### src/logic/nasi_params.svh
`ifndef NASI_PARAMS_SVH
`define NASI_PARAMS_SVH
`define NASI_CTRL_OFS 8'h00
`define NASI_CODE_OFS 8'h04
`define NASI_ENCCMD_OFS 8'h08
`define NASI_STATUS_OFS 8'h0C
`define NASI_MTURN_OFS 8'h10
`define NASI_STURN_OFS 8'h14
`define NASI_INT_STAT_OFS 8'h18
`define NASI_INT_EN_OFS 8'h1C
`define NASI_INT_CLR_OFS 8'h20
`define NASI_CTRL_LINK_LSB 0
`define NASI_CTRL_DISP_LSB 4
`define NASI_CTRL_ALM_BIT 8
`define NASI_CTRL_WRN_BIT 9
`define NASI_CODE_WRN_LSB 8
`define NASI_CMD_NET_BIT 0
`define NASI_CMD_LOCAL_BIT 1
`define NASI_EV_ADDR 0
`define NASI_EV_CLR_DONE 1
`define NASI_EV_CLR_REFUSED 2
`define NASI_EV_ALM_VALID 3
`define NASI_CTRL_RST 32'h0000_0000
`define NASI_INT_EN_RST 4'h0
`define NASI_ADDR_OFFSET 8'h40
`define NASI_SW_MIN 8'h01
`define NASI_SW_MAX 8'h1F
`define NASI_CODE_ADDR 8'h82
`define NASI_CODE_CMD 8'h27
`define NASI_CODE_COMM 8'h83
`define NASI_CODE_CYC 8'h84
`define NASI_CODE_WDOG 8'h86
`define NASI_CODE_CYCSET 8'h90
`define NASI_CODE_SYNC 8'h91
`define NASI_CODE_ERR 8'hEE
`define NASI_CLK_KHZ 100000
`define NASI_INIT_MS 2000
`define NASI_NODE_SHOW_MS 1000
`define NASI_BLINK_HALF_MS 250
`define NASI_SYNC_FILL 2'h3
`endif

### src/logic/nasi_pkg.sv
package nasi_pkg;
    typedef enum logic [1:0] {
        NASI_LINK_NONE,
        NASI_LINK_ASYNC,
        NASI_LINK_SYNC
    } nasi_link_t;
    typedef enum logic [2:0] {
        NASI_DISP_NODE,
        NASI_DISP_DEFAULT,
        NASI_DISP_ALARM,
        NASI_DISP_WARN,
        NASI_DISP_ERROR
    } nasi_disp_mode_t;
    typedef struct packed {
        logic red;
        logic green;
    } nasi_led_t;
    typedef struct packed {
        nasi_disp_mode_t mode;
        logic [3:0] sel;
        logic [7:0] code;
    } nasi_disp_t;
endpackage : nasi_pkg

### src/logic/nasi_blink.sv
`timescale 1ns/1ns
module nasi_blink #(
    parameter int unsigned HALF_CYCLES = 25000000
) (
    input wire logic pclk,
    input wire logic presetn,
    output logic blink
);
    logic [31:0] cnt_ff;
    logic blink_ff;

    // 50 percent duty square wave
    always_ff @(posedge pclk or negedge presetn) begin
        if (!presetn) begin
            cnt_ff <= 32'h0000_0000;
            blink_ff <= 1'b0;
        end else if (cnt_ff >= HALF_CYCLES - 1) begin
            cnt_ff <= 32'h0000_0000;
            blink_ff <= ~blink_ff; // (RULE14)
        end else begin
            cnt_ff <= cnt_ff + 32'h0000_0001;
        end
    end

    assign blink = blink_ff;
endmodule : nasi_blink

### src/logic/nasi_top.sv
// Added by the designer: the register addresses and the APB register port.
`timescale 1ns/1ns
`include "nasi_params.svh"
// Summary of operation
// (RULE1) The switch is sampled once at power-on and later changes are ignored.
// (RULE2) A switch value of 1 to 31 gives node address value plus 40h.
// (RULE3) A switch value outside 1 to 31 raises alarm code 82.
// (RULE4) The link lamp is off, flashing green, or steady green by link state.
// (RULE5) Recoverable link alarms 83 84 86 90 91 flash the link lamp red.
// (RULE6) The link lamp is steady red for the address alarm 82.
// (RULE7) Non-link alarms never alter the link lamp.
// (RULE8) The alarm output is only valid about 2 s after power-on.
// (RULE9) At power-on the display shows the node address, then the default.
// (RULE10) The display shows an active alarm code, else a warning code.
// (RULE11) An encoder clear zeroes the multi-turn count and keeps single-turn.
// (RULE12) A local encoder clear raises command error 27 until power cycle.
// (RULE13) A clear with an incremental encoder is refused with an error.
// (RULE14) Flashing lamps toggle at about 2 Hz with 50 percent duty.
module nasi_top #(
    parameter int unsigned INIT_CYCLES =
        `NASI_INIT_MS * (`NASI_CLK_KHZ),
    parameter int unsigned NODE_SHOW_CYCLES =
        `NASI_NODE_SHOW_MS * (`NASI_CLK_KHZ),
    parameter int unsigned BLINK_HALF_CYCLES =
        `NASI_BLINK_HALF_MS * (`NASI_CLK_KHZ),
    parameter int unsigned SW_W = 8,
    parameter int unsigned MTURN_W = 16,
    parameter int unsigned STURN_W = 17
) (
    input wire logic pclk,
    input wire logic presetn,
    input wire logic psel,
    input wire logic penable,
    input wire logic pwrite,
    input wire logic [7:0] paddr,
    input wire logic [31:0] pwdata,
    output logic [31:0] prdata,
    output logic pready,
    output logic pslverr,
    input wire logic [SW_W-1:0] node_switch,
    input wire logic absolute_encoder_option,
    input wire logic enc_turn_up,
    input wire logic enc_turn_down,
    input wire logic [STURN_W-1:0] enc_single_turn,
    output nasi_pkg::nasi_led_t link_status_led,
    output nasi_pkg::nasi_disp_t code_display,
    output logic alarm_out_n,
    output logic [7:0] node_address,
    output logic irq
);
    import nasi_pkg::*;

    logic [SW_W-1:0] sw_meta_ff, sw_sync_ff;
    logic abs_meta_ff, abs_sync_ff;
    logic [1:0] fill_ff;
    logic sampled_ff;
    logic [SW_W-1:0] sw_val_ff;
    logic [7:0] node_addr_ff;
    logic addr_alarm_ff;
    logic cmd_alarm_ff;
    logic clr_err_ff;
    logic [MTURN_W-1:0] mturn_ff;
    logic [STURN_W-1:0] sturn_ff;
    logic [31:0] init_cnt_ff;
    logic init_done_ff;
    logic [31:0] show_cnt_ff;
    logic show_done_ff;
    logic [31:0] ctrl_ff;
    logic [15:0] code_ff;
    logic [3:0] int_stat_ff, int_en_ff;
    logic [31:0] prdata_ff;
    logic pslverr_ff;
    nasi_led_t led_ff, nxt_led;
    nasi_disp_t disp_ff, nxt_disp;
    logic alarm_n_ff;
    logic irq_ff;
    logic blink;
    logic wr_en, known;
    logic clr_req, clr_net, clr_local;
    logic init_pulse;
    logic [3:0] ev;
    nasi_link_t link_state;
    logic sw_alarm, sw_warn, link_alarm, alarm_any;
    logic [7:0] sw_alarm_code;

    nasi_blink #(
        .HALF_CYCLES(BLINK_HALF_CYCLES)
    ) nasi_blink_i (
        .pclk(pclk),
        .presetn(presetn),
        .blink(blink)
    );

    // apb decode, zero wait states
    assign wr_en = psel && penable && pwrite;
    always_comb begin
        case (paddr)
            `NASI_CTRL_OFS, `NASI_CODE_OFS, `NASI_ENCCMD_OFS,
            `NASI_STATUS_OFS, `NASI_MTURN_OFS, `NASI_STURN_OFS,
            `NASI_INT_STAT_OFS, `NASI_INT_EN_OFS,
            `NASI_INT_CLR_OFS: known = 1'b1;
            default: known = 1'b0;
        endcase
    end

    assign clr_net = wr_en && paddr == `NASI_ENCCMD_OFS &&
        pwdata[`NASI_CMD_NET_BIT];
    assign clr_local = wr_en && paddr == `NASI_ENCCMD_OFS &&
        pwdata[`NASI_CMD_LOCAL_BIT];
    assign clr_req = clr_net || clr_local;

    // switch and encoder option pins pass two flops before use
    always_ff @(posedge pclk or negedge presetn) begin
        if (!presetn) begin
            sw_meta_ff <= '0;
            sw_sync_ff <= '0;
            abs_meta_ff <= 1'b0;
            abs_sync_ff <= 1'b0;
        end else begin
            sw_meta_ff <= node_switch;
            sw_sync_ff <= sw_meta_ff;
            abs_meta_ff <= absolute_encoder_option;
            abs_sync_ff <= abs_meta_ff;
        end
    end

    // one-shot capture once the synchroniser has filled
    always_ff @(posedge pclk or negedge presetn) begin
        if (!presetn) begin
            fill_ff <= 2'h0;
            sampled_ff <= 1'b0;
            sw_val_ff <= '0;
        end else if (!sampled_ff) begin
            if (fill_ff == `NASI_SYNC_FILL) begin
                sampled_ff <= 1'b1;
                sw_val_ff <= sw_sync_ff; // (RULE1)
            end else begin
                fill_ff <= fill_ff + 2'h1;
            end
        end
    end

    // address mapping and range check, settled once
    always_ff @(posedge pclk or negedge presetn) begin
        if (!presetn) begin
            node_addr_ff <= 8'h00;
            addr_alarm_ff <= 1'b0;
        end else if (!sampled_ff && fill_ff == `NASI_SYNC_FILL) begin
            if (sw_sync_ff >= SW_W'(`NASI_SW_MIN) &&
                sw_sync_ff <= SW_W'(`NASI_SW_MAX)) begin
                node_addr_ff <= `NASI_ADDR_OFFSET +
                    8'(sw_sync_ff); // (RULE2)
            end else begin
                addr_alarm_ff <= 1'b1; // (RULE3)
            end
        end
    end

    // power-on hold-off for the alarm output
    always_ff @(posedge pclk or negedge presetn) begin
        if (!presetn) begin
            init_cnt_ff <= 32'h0000_0000;
            init_done_ff <= 1'b0;
        end else if (!init_done_ff) begin
            if (init_cnt_ff >= INIT_CYCLES - 1) begin
                init_done_ff <= 1'b1; // (RULE8)
            end else begin
                init_cnt_ff <= init_cnt_ff + 32'h0000_0001;
            end
        end
    end
    assign init_pulse = (init_cnt_ff >= INIT_CYCLES - 1) && !init_done_ff;

    // node address shown for a while after capture
    always_ff @(posedge pclk or negedge presetn) begin
        if (!presetn) begin
            show_cnt_ff <= 32'h0000_0000;
            show_done_ff <= 1'b0;
        end else if (sampled_ff && !show_done_ff) begin
            if (show_cnt_ff >= NODE_SHOW_CYCLES - 1) begin
                show_done_ff <= 1'b1; // (RULE9)
            end else begin
                show_cnt_ff <= show_cnt_ff + 32'h0000_0001;
            end
        end
    end

    // encoder clear handling; alarm 27 only leaves at reset
    always_ff @(posedge pclk or negedge presetn) begin
        if (!presetn) begin
            cmd_alarm_ff <= 1'b0;
            clr_err_ff <= 1'b0;
        end else if (clr_req) begin
            if (!abs_sync_ff) begin
                clr_err_ff <= 1'b1; // (RULE13)
            end else begin
                clr_err_ff <= 1'b0;
                if (clr_local) begin
                    cmd_alarm_ff <= 1'b1; // (RULE12)
                end
            end
        end
    end

    // multi-turn count; clear wins over a coincident turn step
    always_ff @(posedge pclk or negedge presetn) begin
        if (!presetn) begin
            mturn_ff <= '0;
        end else if (clr_req && abs_sync_ff) begin
            mturn_ff <= '0; // (RULE11)
        end else if (enc_turn_up && !enc_turn_down) begin
            mturn_ff <= mturn_ff + MTURN_W'(1);
        end else if (enc_turn_down && !enc_turn_up) begin
            mturn_ff <= mturn_ff - MTURN_W'(1);
        end
    end

    // single-turn tracks the encoder, a clear never touches it
    always_ff @(posedge pclk or negedge presetn) begin
        if (!presetn) begin
            sturn_ff <= '0;
        end else begin
            sturn_ff <= enc_single_turn; // (RULE11)
        end
    end

    // software-written control and codes
    always_ff @(posedge pclk or negedge presetn) begin
        if (!presetn) begin
            ctrl_ff <= `NASI_CTRL_RST;
            code_ff <= 16'h0000;
        end else if (wr_en && paddr == `NASI_CTRL_OFS) begin
            ctrl_ff <= pwdata;
        end else if (wr_en && paddr == `NASI_CODE_OFS) begin
            code_ff <= pwdata[15:0];
        end
    end

    always_comb begin
        case (ctrl_ff[`NASI_CTRL_LINK_LSB +: 2])
            2'h1: link_state = NASI_LINK_ASYNC;
            2'h2: link_state = NASI_LINK_SYNC;
            default: link_state = NASI_LINK_NONE;
        endcase
    end
    assign sw_alarm = ctrl_ff[`NASI_CTRL_ALM_BIT];
    assign sw_warn = ctrl_ff[`NASI_CTRL_WRN_BIT];
    assign sw_alarm_code = code_ff[7:0];
    assign link_alarm = sw_alarm &&
        (sw_alarm_code == `NASI_CODE_COMM ||
         sw_alarm_code == `NASI_CODE_CYC ||
         sw_alarm_code == `NASI_CODE_WDOG ||
         sw_alarm_code == `NASI_CODE_CYCSET ||
         sw_alarm_code == `NASI_CODE_SYNC);
    assign alarm_any = addr_alarm_ff || cmd_alarm_ff || sw_alarm;

    // lamp looks only at link alarms and the address alarm 82, so other faults leave it alone
    always_comb begin
        nxt_led = '0;
        if (addr_alarm_ff ||
            (sw_alarm && sw_alarm_code == `NASI_CODE_ADDR)) begin
            nxt_led.red = 1'b1; // (RULE6)
        end else if (link_alarm) begin
            nxt_led.red = blink; // (RULE5)
        end else begin
            case (link_state) // (RULE7)
                NASI_LINK_ASYNC: nxt_led.green = blink; // (RULE4)
                NASI_LINK_SYNC: nxt_led.green = 1'b1; // (RULE4)
                default: nxt_led.green = 1'b0;
            endcase
        end
    end

    always_ff @(posedge pclk or negedge presetn) begin
        if (!presetn) begin
            led_ff <= '0;
        end else begin
            led_ff <= nxt_led;
        end
    end

    // alarm beats warning beats error text beats the start-up views
    always_comb begin
        nxt_disp.sel = ctrl_ff[`NASI_CTRL_DISP_LSB +: 4];
        nxt_disp.mode = NASI_DISP_DEFAULT;
        nxt_disp.code = 8'h00;
        if (addr_alarm_ff) begin
            nxt_disp.mode = NASI_DISP_ALARM;
            nxt_disp.code = `NASI_CODE_ADDR; // (RULE10)
        end else if (cmd_alarm_ff) begin
            nxt_disp.mode = NASI_DISP_ALARM;
            nxt_disp.code = `NASI_CODE_CMD; // (RULE10)
        end else if (sw_alarm) begin
            nxt_disp.mode = NASI_DISP_ALARM;
            nxt_disp.code = sw_alarm_code; // (RULE10)
        end else if (sw_warn) begin
            nxt_disp.mode = NASI_DISP_WARN;
            nxt_disp.code = code_ff[`NASI_CODE_WRN_LSB +: 8]; // (RULE10)
        end else if (clr_err_ff) begin
            nxt_disp.mode = NASI_DISP_ERROR;
            nxt_disp.code = `NASI_CODE_ERR; // (RULE13)
        end else if (!show_done_ff) begin
            nxt_disp.mode = NASI_DISP_NODE;
            nxt_disp.code = node_addr_ff; // (RULE9)
        end
    end

    always_ff @(posedge pclk or negedge presetn) begin
        if (!presetn) begin
            disp_ff <= '0;
        end else begin
            disp_ff <= nxt_disp;
        end
    end

    // held low until valid so the host never sees a false ready
    always_ff @(posedge pclk or negedge presetn) begin
        if (!presetn) begin
            alarm_n_ff <= 1'b0;
        end else begin
            alarm_n_ff <= init_done_ff && !alarm_any; // (RULE8)
        end
    end

    // sticky events; a set in the clear cycle survives
    assign ev[`NASI_EV_ADDR] = !sampled_ff &&
        fill_ff == `NASI_SYNC_FILL &&
        !(sw_sync_ff >= SW_W'(`NASI_SW_MIN) &&
          sw_sync_ff <= SW_W'(`NASI_SW_MAX));
    assign ev[`NASI_EV_CLR_DONE] = clr_req && abs_sync_ff;
    assign ev[`NASI_EV_CLR_REFUSED] = clr_req && !abs_sync_ff;
    assign ev[`NASI_EV_ALM_VALID] = init_pulse;

    always_ff @(posedge pclk or negedge presetn) begin
        if (!presetn) begin
            int_stat_ff <= 4'h0;
        end else if (wr_en && paddr == `NASI_INT_CLR_OFS) begin
            int_stat_ff <= (int_stat_ff & ~pwdata[3:0]) | ev;
        end else begin
            int_stat_ff <= int_stat_ff | ev;
        end
    end

    always_ff @(posedge pclk or negedge presetn) begin
        if (!presetn) begin
            int_en_ff <= `NASI_INT_EN_RST;
        end else if (wr_en && paddr == `NASI_INT_EN_OFS) begin
            int_en_ff <= pwdata[3:0];
        end
    end

    always_ff @(posedge pclk or negedge presetn) begin
        if (!presetn) begin
            irq_ff <= 1'b0;
        end else begin
            irq_ff <= |((int_stat_ff | ev) & int_en_ff);
        end
    end

    // read data registered in the setup cycle, held for the access cycle
    always_ff @(posedge pclk or negedge presetn) begin
        if (!presetn) begin
            prdata_ff <= 32'h0000_0000;
        end else if (psel && !penable && !pwrite) begin
            case (paddr)
                `NASI_CTRL_OFS: prdata_ff <= ctrl_ff;
                `NASI_CODE_OFS: prdata_ff <= {16'h0000, code_ff};
                `NASI_STATUS_OFS: prdata_ff <= {8'h00,
                    8'(sw_val_ff), 3'h0, abs_sync_ff, clr_err_ff,
                    cmd_alarm_ff, init_done_ff, addr_alarm_ff,
                    node_addr_ff};
                `NASI_MTURN_OFS: prdata_ff <= 32'(mturn_ff);
                `NASI_STURN_OFS: prdata_ff <= 32'(sturn_ff);
                `NASI_INT_STAT_OFS: prdata_ff <= {28'h0, int_stat_ff};
                `NASI_INT_EN_OFS: prdata_ff <= {28'h0, int_en_ff};
                default: prdata_ff <= 32'h0000_0000;
            endcase
        end else begin
            prdata_ff <= 32'h0000_0000;
        end
    end

    // unmapped addresses answer with an error
    always_ff @(posedge pclk or negedge presetn) begin
        if (!presetn) begin
            pslverr_ff <= 1'b0;
        end else begin
            pslverr_ff <= psel && !penable && !known;
        end
    end

    assign prdata = prdata_ff;
    assign pready = 1'b1;
    assign pslverr = pslverr_ff;
    assign link_status_led = led_ff;
    assign code_display = disp_ff;
    assign alarm_out_n = alarm_n_ff;
    assign node_address = node_addr_ff;
    assign irq = irq_ff;
endmodule : nasi_top

### config.mk
export PLATFORM = sky130hd
export DESIGN_NAME = nasi_top
export DESIGN_NICKNAME = d
export VERILOG_FILES = /design/src/logic/nasi_pkg.sv /design/src/logic/nasi_blink.sv /design/src/logic/nasi_top.sv
export VERILOG_INCLUDE_DIRS = /design/src /design/src/logic
export SDC_FILE = /design/constraint.sdc
export NUM_CORES = 1
export LEC_CHECK = 0
export ABC_AREA = 1
export BUFFER_PORTS_ARGS = -buffer_cell sky130_fd_sc_hd__buf_2
export CAP_MARGIN = 20
export CORE_ASPECT_RATIO = 0.6
export CORE_MARGIN = 4
export CORE_UTILIZATION = 45
export DETAILED_ROUTE_END_ITERATION = 10
export GPL_TIMING_DRIVEN = 0
export HOLD_SLACK_MARGIN = 0.05
export PLACE_DENSITY = 0.66
export RECOVER_POWER = 50
export SLEW_MARGIN = 20
export SYNTH_ARGS = -nofsm -noshare
export SYNTH_HDL_FRONTEND = slang
export SYNTH_SLANG_ARGS = --single-unit
### constraint.sdc
create_clock -name pclk -period 2.01 [get_ports pclk]
set_input_delay 0.1005 -clock pclk [delete_from_list [all_inputs] [get_ports pclk]]
set_output_delay 0.1005 -clock pclk [all_outputs]
set_load 0.01 [all_outputs]
==> impl_metrics.tcl, run 1 <==
set metrics [dict create \
    status "completed" \
    seq_area_frac_synth_pct 50.0 \
    synth.distinct_cells 54 \
    cp.arrival_ns 2.34 \
    die-area_mm2 0.0341 \
    hpwl_mm 28.9 \
    cts_tree "done" \
    drtAntennaViolNets 0 \
    synth-edff-count 0 \
    ys_seq_elements 280 \
    finalSetupViolCount 0 \
    period_needed_ns 1.86 \
    cellPowerDensity_mw_per_mm2 817 \
    diodes 0 \
    syn2layout_area_growth_pct 20.6 \
    finalWeightedCongestion 0.961 \
    leakagePower_nw 8.01 \
    final_common_cell "nand2_1" \
    antenna_found_initial 0 \
    slew_headroom_pct 9.66 \
    grt_pass1_vias 11300 \
    critPathLaunchType "flop" \
    netlist_area_mm2 0.0140 \
    root_buffer "clkbuf_16" \
    grt_usage_pct 22.6 \
    cts.reportedPaths.clkPinSlew_ns 0.07 \
    drt_iter0_drc 941 \
    numPortBuffers 132 \
    postPlaceCellArea_mm2 0.0153 \
    critPathKind "flop to flop" \
    post_drt_wl_per_cell_um 16.5 \
    io_pins 134 \
    fin_ws_ns 0.151 \
    num-nets-final 2031 \
    grt.overflow.total 0 \
    final_area_mm2 0.0169 \
    drt_wl_total_mm 39.0 \
    core_region_area_mm2 0.0303 \
    drc 0 \
    cp_max_fo 10 \
    cts_buffer_depth 3 \
    synthArstFlopShare_pct 100 \
    die_h_um 145 \
    clock_skew_ns 0.0182 \
    fillCellCount 2745 \
    cts_max_level 1 \
    grt_pass1_wl_mm 61.9 \
    slew_violations 0 \
    fin_util_pct 55.8 \
    finalHoldViolations 0 \
    maxCapViolCount 0 \
    postSynthAreaPerCell_um2 8.25 \
    drive_gt1_share_pct 14.2 \
    grt_max_degree 100 \
    cts_made_buffers 27 \
    drt-vias-per-instance 5.11 \
    synth_cells 1697 \
    worst_ep_required_time_ns 2.49 \
    dr.pass1.iters 7 \
    clk_latency_ns 0.56 \
    vias 12100 \
    post-route-period-util_pct 92.5 \
    fmaxAchievable_mhz 538 \
    multi_input_area_mm2 0.00608 \
    regArea_mm2 0.00701 \
    synth_warnings 0 \
    final_cell_mix "nand2_1, dfrtp_1, nor2_1, inv_1, buf_2" \
    pre_cts_slack_ns -0.304 \
    die_w_um 236 \
    rsz0062_at_grt "no" \
    crit_path_end_kind "flop" \
    synthFlopType "dfrtp_1" \
    start_util_pct 46.3 \
    ir_worst_vdd_mv 0.656 \
    hold_path.class "input pin to flop" \
    fin_setup_tns_ns 0 \
    worst_slew_pin_slew_ns 1.36 \
    cts_sinks 280 \
    num_rows 49 \
]
-- final cells by class --
| cell class | instances | share of cell area (%) |
|---|---|---|
| clock buffer | 33 | 4.31 |
| multi-input combinational | 1199 | 36.0 |
| buffer | 45 | 1.73 |
| sequential | 280 | 41.5 |
| clock inverter | 14 | 1.33 |
| inverter | 179 | 3.99 |
| tap | 408 | 3.02 |
| timing repair buffer | 204 | 8.13 |
-- flip-flops by register name (all words and copies together), names as in the netlist, 2 cells and up --
register             cells
fill_ff                  2
nasi_blink_i.cnt_ff     32
sw_sync_ff               8
sw_val_ff                8
show_cnt_ff             32
code_ff                 16
sw_meta_ff               8
int_en_ff                4
sturn_ff                17
node_address             8
init_cnt_ff             32
link_status_led          2
prdata                  32
code_display            15
mturn_ff                16
int_stat_ff              4
ctrl_ff                 32
-- what timing repair did --
item                       in CTS  in global routing
cloned                          0                  0
hold endpoints to repair      178                  0
hold buffers                   63                  0
setup endpoints to repair       1                 75
buffers inserted                0                  6
gates resized for setup         1                  8
pin swaps                       0                  2
-- critical path: stages, from the launching register on --
cell,delay [ns]
dfrtp_1,0.44
ha_2,0.25
nand3_2,0.12
inv_2,0.07
nand2_4,0.08
nand3_2,0.09
inv_2,0.08
nor2_4,0.04
nor2_4,0.24
buf_6,0.19
nand3_1,0.08
nand2_1,0.09
-- final timing paths --
kind                                          endpoint  depth (start not counted)                       start  slack, ns
setup / recovery           show_cnt_ff[19]$_DFFE_PN0P_                         11  show_cnt_ff[0]$_DFFE_PN0P_       0.15
hold / removal                cmd_alarm_ff$_DFFE_PN0P_                          6                    paddr[5]       0.07
setup reg to reg           show_cnt_ff[19]$_DFFE_PN0P_                         11  show_cnt_ff[0]$_DFFE_PN0P_       0.15
hold reg to reg                sw_sync_ff[7]$_DFF_PN0_                          0     sw_meta_ff[7]$_DFF_PN0_       0.35
max in group asynchronous          prdata[6]$_DFF_PN0_                          4                     presetn       0.34
min in group asynchronous  show_cnt_ff[19]$_DFFE_PN0P_                          3                     presetn       0.56
-- where the power goes --
part / total [mW] / switching (mW) / internal [mW]
clock network: 5.53 / 2.30 / 3.23
logic: 2.20 / 1.34 / 0.860
registers: 6.07 / 0.192 / 5.88
-- per-layer routing --
| metal | vias to the layer above | share of wire (%) | global-route usage (%) |
|---|---|---|---|
| met1 | 5755 | 50 | 35.7 |
| li1 | 5856 | - | - |
| met5 | - | 0 | 0 |
| met2 | 396 | 41 | 32.4 |
| met3 | 65 | 6.4 | 4.20 |
| met4 | 0 | 2.6 | 5.22 |
-- logic make-up after synthesis --
logic type,share of synthesized area (%)
AOI/OAI and AO/OA,7.74
xor gates and xnor gates,4.00
adders and majority gates,2.02
buffers and inverters,6.92
DFF,50.0
muxes,1.80
other,0.0536
and+or+nand+nor,27.4
-- metrics by stage --
stage	cells	total power [mW]	hold slack [ns]
after detailed placement	2246	8.23	0.169
after CTS	2356	13.9	0.0545
final	2362	13.8	0.0679
after floorplan	1703	7.59	-0.195
after global routing	2362	14.5	0.119
after global placement	2243	8.17	0.209
-- synthesized netlist by cell type, types with 2 or more instances --
| master | instances | share of area, % |
|---|---|---|
| nand2_1 | 524 | 14 |
| dfrtp_1 | 280 | 50 |
| nor2_1 | 179 | 4.8 |
| inv_1 | 169 | 4.5 |
| nand3_1 | 107 | 3.8 |
| o21ai_0 | 72 | 2.6 |
| a21oi_1 | 55 | 2.0 |
| xor2_1 | 42 | 2.6 |
| nor3_1 | 22 | 0.79 |
| xnor2_1 | 22 | 1.4 |
| ha_1 | 21 | 1.9 |
| o21ai_2 | 19 | 1.2 |
| clkbuf_1 | 18 | 0.48 |
| mux2_4 | 16 | 1.7 |
| nand4_1 | 16 | 0.71 |
| o21ai_1 | 14 | 0.50 |
| buf_6 | 13 | 1.0 |
| nor2_4 | 12 | 0.96 |
| buf_2 | 8 | 0.29 |
| inv_2 | 8 | 0.21 |
| nand2_2 | 7 | 0.31 |
| nor2_2 | 7 | 0.31 |
| buf_4 | 5 | 0.27 |
| nand3_2 | 5 | 0.36 |
| o211ai_1 | 5 | 0.27 |
| o22ai_1 | 5 | 0.22 |
| nand3b_1 | 4 | 0.21 |
| nor4_1 | 4 | 0.18 |
| a31oi_1 | 3 | 0.13 |
| and3_1 | 3 | 0.13 |
| o21bai_1 | 3 | 0.16 |
| a221oi_1 | 2 | 0.13 |
| and2_1 | 2 | 0.089 |
| conb_1 | 2 | 0.054 |
| nand2_4 | 2 | 0.16 |
| nor3_4 | 2 | 0.23 |
| o21a_1 | 2 | 0.11 |
No activity file was read; power rests on OpenSTA's default activity.
==> inputs of run 2 (changes only) <==
--- a/config.mk
+++ b/config.mk
@@ -15,7 +15,7 @@
 export DETAILED_ROUTE_END_ITERATION = 10
 export GPL_TIMING_DRIVEN = 0
 export HOLD_SLACK_MARGIN = 0.05
-export PLACE_DENSITY = 0.66
+export PLACE_DENSITY = 0.76
 export RECOVER_POWER = 50
 export SLEW_MARGIN = 20
 export SYNTH_ARGS = -nofsm -noshare
==> constraint.sdc (replaced) <==
create_clock -name pclk -period 1.65 [get_ports pclk]
set_input_delay 0.0825 -clock pclk [delete_from_list [all_inputs] [get_ports pclk]]
set_output_delay 0.0825 -clock pclk [all_outputs]
set_load 0.01 [all_outputs]
==> run 2 against run 1 <==
The flow now finishes with violations (setup timing). Die area did not move. Worst hold slack gained 0.013 ns. First-iteration DRC count rose by 36%. Non-clock buffer count rose by 73. Clock power is 23% higher. Via count increased by 8.5%. Highest routed layer unchanged. Register-to-register slack worse by 0.23 ns. Setup slack got worse by 0.23 ns. Cell count rose by 3.1%. Design area increased by 9.8%. Clock skew is 0.0050 ns lower. Largest cell class unchanged.
==> impl_metrics.tcl, run 2 (synthesized netlist as in run 1, its figures left out) <==
set metrics [dict create \
    status "finished with violations" \
    worst_slew_pin_slew_ns 1.18 \
    hpwl_mm 28.6 \
    cts_made_buffers 26 \
    swShare_pct 28.5 \
    finalHoldViolations 0 \
    drive_gt1_share_pct 25.1 \
    hold_path.class "input pin to flop" \
    period_needed_ns 1.73 \
    clock_power_share_pct 37.2 \
    seqPwrFrac_pct 41.0 \
    cp.arrival_ns 2.17 \
    start_util_pct 46.3 \
    critPathKind "flop to flop" \
    grt.overflow.total 0 \
    place_inst 2245 \
    fillCellCount 2480 \
    cts_tree "done" \
    post-route-period-util_pct 105 \
    drt_wl_total_mm 43.3 \
    finalSetupViolCount 45 \
    cts.reportedPaths.clkPinSlew_ns 0.07 \
    comb_power_share_pct 21.9 \
    clock_skew_ns 0.0132 \
    layoutNonFillerInstCount 2436 \
    cellPowerDensity_mw_per_mm2 985 \
    die-area_mm2 0.0341 \
    grt_max_degree 102 \
    drt_iter0_drc 1283 \
    cts_max_level 1 \
    grt_usage_pct 23.4 \
    syn2layout_area_growth_pct 32.4 \
    startpoint "init_cnt_ff[26]$_DFFE_PN0P_" \
    final_area_mm2 0.0186 \
    regArea_mm2 0.00703 \
    finalWeightedCongestion 0.960 \
    cts_buffer_depth 3 \
    critPathLaunchType "flop" \
    r2r_slack_ns -0.08 \
    drc 0 \
    root_buffer "clkbuf_16" \
    leakagePower_nw 8.52 \
    final_cell_mix "nand2_1, dfrtp_1, inv_1, nor2_1, buf_2" \
    violations "setup timing" \
    ir_worst_vdd_mv 0.791 \
    p_int_mw 13.1 \
    r2r_cells 11 \
    fmaxAchievable_mhz 578 \
    r2r_end "init_cnt_ff[20]$_DFFE_PN0P_" \
    drt-vias-per-instance 5.38 \
    multi_input_area_mm2 0.00695 \
    rsz0062_at_grt "yes" \
    clk_latency_ns 0.55 \
    slew_headroom_pct 21.5 \
    grt_pass1_vias 12200 \
    antenna_found_initial 1 \
    r2r_start "init_cnt_ff[26]$_DFFE_PN0P_" \
    crit_path_end_kind "flop" \
    cts_sinks 280 \
    postPlaceCellArea_mm2 0.0153 \
    slew_violations 0 \
    maxCapViolCount 0 \
    num_rows 49 \
    cp_max_fo 7 \
    fin_util_pct 61.3 \
    die_w_um 236 \
    vias 13100 \
    numPortBuffers 132 \
    timing.critical_path.to "init_cnt_ff[20]$_DFFE_PN0P_" \
    io_pins 134 \
    dr.pass1.iters 7 \
    die_h_um 145 \
    fin_ws_ns -0.0803 \
    power.switching_mw 5.20 \
    post_drt_wl_per_cell_um 17.8 \
    final_common_cell "nand2_1" \
    drtAntennaViolNets 0 \
    grt_pass1_wl_mm 64.4 \
    hold_path_depth 5 \
    num-nets-final 2103 \
    worst_ep_required_time_ns 2.09 \
    core_region_area_mm2 0.0303 \
]
[run 2: cell count changes in the layout (fill, tap and decap cells not counted), sizes merged]
cell	delta
buf	+35
bufbuf	+1
clkbuf	+40
clkinv	-3
clkinvlp	+1
diode	+2
dlygate4sd3	+2
inv	-4
[run 2: routing by layer]
layer	GRT usage [%]	share of wire, %
met3	5.25	9.4
met4	7.69	3.7
met1	33.5	42
met5	0	0
met2	35.9	45
[run 2: power groups by stage]
stage	Combinational (mW)	Clock [mW]	Sequential (mW)
final	3.99	6.80	7.49
after global routing	4.38	7.15	7.51
after global placement	2.41	0	7.51
after CTS	2.98	6.87	7.44
after floorplan	1.80	0	7.44
after detailed placement	2.54	0	7.51
[run 2: repair_timing]
item	in CTS	in global routing
gates resized for setup	69	214
buffers inserted	29	42
pin swaps	12	57
gates cloned	3	5
setup endpoints to repair	109	137
hold buffers	65	0
endpoints found under the hold margin	165	0
[run 2: layout make-up]
class                           count  share of cell area [%]
Sequential cell                   280                    37.9
Multi-Input combinational cell   1199                    37.4
Timing Repair Buffer              278                    11.1
Clock buffer                       38                    4.30
Inverter                          179                    3.73
Tap cell                          408                    2.75
Buffer                             44                    1.87
Clock inverter                      8                   0.931
Antenna cell                        2                  0.0270
[run 2: worst max-delay path, cell delays in order, from the launching register on]
cell and delay (ns):
dfrtp_1 0.42, inv_2 0.08, nand2_1 0.09, nor2_4 0.15, nand2_1 0.13, nor2_4 0.13
nand2_2 0.08, nand3_4 0.16, inv_8 0.08, clkbuf_16 0.17, nand2_1 0.06, o21ai_2 0.05
[run 2: how the worst min path moves through the flow]
| stage | from | to |
|---|---|---|
| global placement | enc_single_turn[4] | sturn_ff[4]$_DFF_PN0_ |
| detailed placement | presetn | show_cnt_ff[28]$_DFFE_PN0P_ |
| global route | paddr[7] | pslverr$_DFF_PN0_ |
| floorplan | presetn | abs_meta_ff$_DFF_PN0_ |
| CTS | paddr[7] | cmd_alarm_ff$_DFFE_PN0P_ |
| finish | paddr[7] | pslverr$_DFF_PN0_ |
[run 2: per-stage QoR]
step	hold WS, ns	setup slack (ns)	TNS, ns	power (mW)
after floorplan	-0.213	0.0212	0	9.24
after global placement	0.191	-4.56	-1286.74	9.92
after detailed placement	0.136	-0.382	-21.95	10.0
after CTS	0.0533	-0.0204	-0.0250	17.3
after global routing	0.101	-0.141	-12.84	19.0
final	0.0805	-0.0803	-2.02	18.3
==> inputs of run 3 (changes only) <==
--- a/config.mk
+++ b/config.mk
@@ -7,7 +7,7 @@
 export NUM_CORES = 1
 export LEC_CHECK = 0
 export ABC_AREA = 1
-export BUFFER_PORTS_ARGS = -buffer_cell sky130_fd_sc_hd__buf_2
+export BUFFER_PORTS_ARGS = -buffer_cell sky130_fd_sc_hd__buf_4
 export CAP_MARGIN = 20
 export CORE_ASPECT_RATIO = 0.6
 export CORE_MARGIN = 4
==> run 3 against run 2 <==
The run still ends with setup timing left. Count of clock-buffer cells in the layout is 3 lower. Clock power is 6.2% lower. Sequential share of layout area is 1.0 points lower. Sequential cell count stayed put. Total power is 2.3% lower. Non-clock buffer count is 7 higher. Design area is 2.8% higher. Global-route usage is 0.23 points lower. First-iteration DRC count is 0.39% lower. Combinational power hardly changed. Core utilization is 1.7 points higher. Wire length is 0.29% higher. Critical endpoint is now show_cnt_ff[3]$_DFFE_PN0P_.
==> impl_metrics.tcl, run 3 (synthesized netlist as in run 1, its figures left out) <==
set metrics [dict create \
    violations "setup timing" \
    rsz0062_at_grt "yes" \
    drc 0 \
    leakagePower_nw 8.77 \
    clock_skew_ns 0.00953 \
    diodes 0 \
    clk_latency_ns 0.55 \
    fmaxAchievable_mhz 576 \
    period_needed_ns 1.74 \
    final_cell_mix "nand2_1, dfrtp_1, buf_4, inv_1, nor2_1" \
    finalWeightedCongestion 0.947 \
    drt_iter0_drc 1278 \
    crit_path_end_kind "flop" \
    antenna_found_initial 0 \
    ir_worst_vdd_mv 0.693 \
    status "finished with violations" \
    root_buffer "clkbuf_16" \
    place_inst 2246 \
    critPathLaunchType "flop" \
    cts_buffer_depth 3 \
    core_region_area_mm2 0.0303 \
    post_drt_wl_per_cell_um 17.8 \
    start_util_pct 46.3 \
    post-route-period-util_pct 105 \
    critPathKind "flop to flop" \
    grt.overflow.total 0 \
    vias 13000 \
    cts_made_buffers 27 \
    finalHoldViolations 0 \
    cp_max_fo 7 \
    clock_power_share_pct 35.7 \
    swShare_pct 29.1 \
    fin_setup_tns_ns -1.37 \
    cp.arrival_ns 2.17 \
    die_w_um 236 \
    grt_usage_pct 23.2 \
    slew_headroom_pct 40.0 \
    total_power_mw 17.9 \
    die_h_um 145 \
    fin_ws_ns -0.0873 \
    power.switching_mw 5.20 \
    num_rows 49 \
    pre_cts_slack_ns -0.407 \
    seqPwrFrac_pct 41.9 \
    drt_wl_total_mm 43.4 \
    drtAntennaViolNets 0 \
    grt_pass1_vias 11900 \
    cts_tree "done" \
    hold_path.class "input pin to asynchronous set/reset pin" \
    grt_max_degree 75 \
    layoutNonFillerInstCount 2443 \
    p_int_mw 12.7 \
    die-area_mm2 0.0341 \
    drt-vias-per-instance 5.31 \
    comb_power_share_pct 22.4 \
    cts_max_level 1 \
    dr.pass1.iters 5 \
    finalSetupViolCount 32 \
    slew_violations 0 \
    fin_util_pct 62.9 \
    cts.reportedPaths.clkPinSlew_ns 0.07 \
    worst_ep_required_time_ns 2.08 \
    maxCapViolCount 0 \
    final_common_cell "nand2_1" \
    num-nets-final 2112 \
    io_pins 134 \
    numPortBuffers 132 \
    drive_gt1_share_pct 28.4 \
    cts_sinks 280 \
    hpwl_mm 28.8 \
    syn2layout_area_growth_pct 36.1 \
    cellPowerDensity_mw_per_mm2 937 \
    worst_slew_pin_slew_ns 0.900 \
    grt_pass1_wl_mm 63.9 \
]
## run 3: changes by cell type in the layout (fill, tap and decap cells not counted), moves of 5 or more
cell      before  now
nand2_1      463  469
buf_2         83   10
nor2_1       144  124
buf_4         66  159
clkbuf_1      72   30
clkbuf_4       2   27
inv_2         16   22
nor2_4        20   40
inv_1        158  152
clkinv_2       0    6
nand2_4       20   15
## run 3: area by class of cell
class | instances | area [um2]
fill | 2495 | 11200
multi-input combinational | 1200 | 7080
buffer | 44 | 349
inverter | 179 | 691
tap | 408 | 510
timing repair buffer | 285 | 2500
sequential | 280 | 7030
clock inverter | 12 | 149
clock buffer | 35 | 746
## run 3: power groups by stage
stage / combinational [mW] / clock, mW / sequential [mW]
6_report: 4.00 / 6.38 / 7.48
5_1_grt: 4.35 / 6.78 / 7.51
3_5_place_dp: 2.59 / 0 / 7.53
4_1_cts: 3.05 / 6.47 / 7.45
2_1_floorplan: 1.80 / 0 / 7.44
3_3_place_gp: 2.48 / 0 / 7.51
## run 3: through the flow
stage	hold slack, ns	instance area (um2)
5_1_grt	0.0696	19100
2_1_floorplan	-0.213	14000
4_1_cts	0.0721	17700
3_3_place_gp	0.193	15500
6_report	0.0539	19100
3_5_place_dp	0.0724	15600
## run 3: critical path, cell delays in order, from the launching register on
cell and delay, ns:
dfrtp_2 0.46, nand2_1 0.13, nand2_1 0.09, nand2_1 0.11, nor2_1 0.05, nor2_1 0.17
nand3_4 0.15, buf_12 0.18, buf_8 0.14, nand2_2 0.05, nand2_1 0.06
## run 3: layer usage
| layer | part of all wire [%] | GRT usage (%) |
|---|---|---|
| met1 | 44 | 34.7 |
| met2 | 45 | 35.3 |
| met3 | 7.9 | 4.45 |
| met4 | 2.4 | 5.40 |
| met5 | 0 | 0 |
## run 3: path summary, 6_finish.rpt
check	start	to	slack [ns]	cells after the start
max	show_cnt_ff[18]$_DFFE_PN0P_	show_cnt_ff[3]$_DFFE_PN0P_	-0.09	10
min	presetn	init_cnt_ff[20]$_DFFE_PN0P_	0.05	2
max reg2reg	show_cnt_ff[18]$_DFFE_PN0P_	show_cnt_ff[3]$_DFFE_PN0P_	-0.09	10
min reg2reg	sw_meta_ff[3]$_DFF_PN0_	sw_sync_ff[3]$_DFF_PN0_	0.35	0
max in group asynchronous	presetn	sw_sync_ff[6]$_DFF_PN0_	0.29	5
min in group pclk	paddr[0]	int_stat_ff[2]$_DFF_PN0_	0.06	6
## run 3: what timing repair did
| action | CTS | global route |
|---|---|---|
| gates resized for setup | 57 | 264 |
| hold buffers | 66 | 0 |
| gates cloned | 3 | 8 |
| setup buffers | 26 | 51 |
| setup endpoints to repair | 100 | 202 |
| pin swaps | 9 | 75 |
| endpoints found under the hold margin | 220 | 0 |
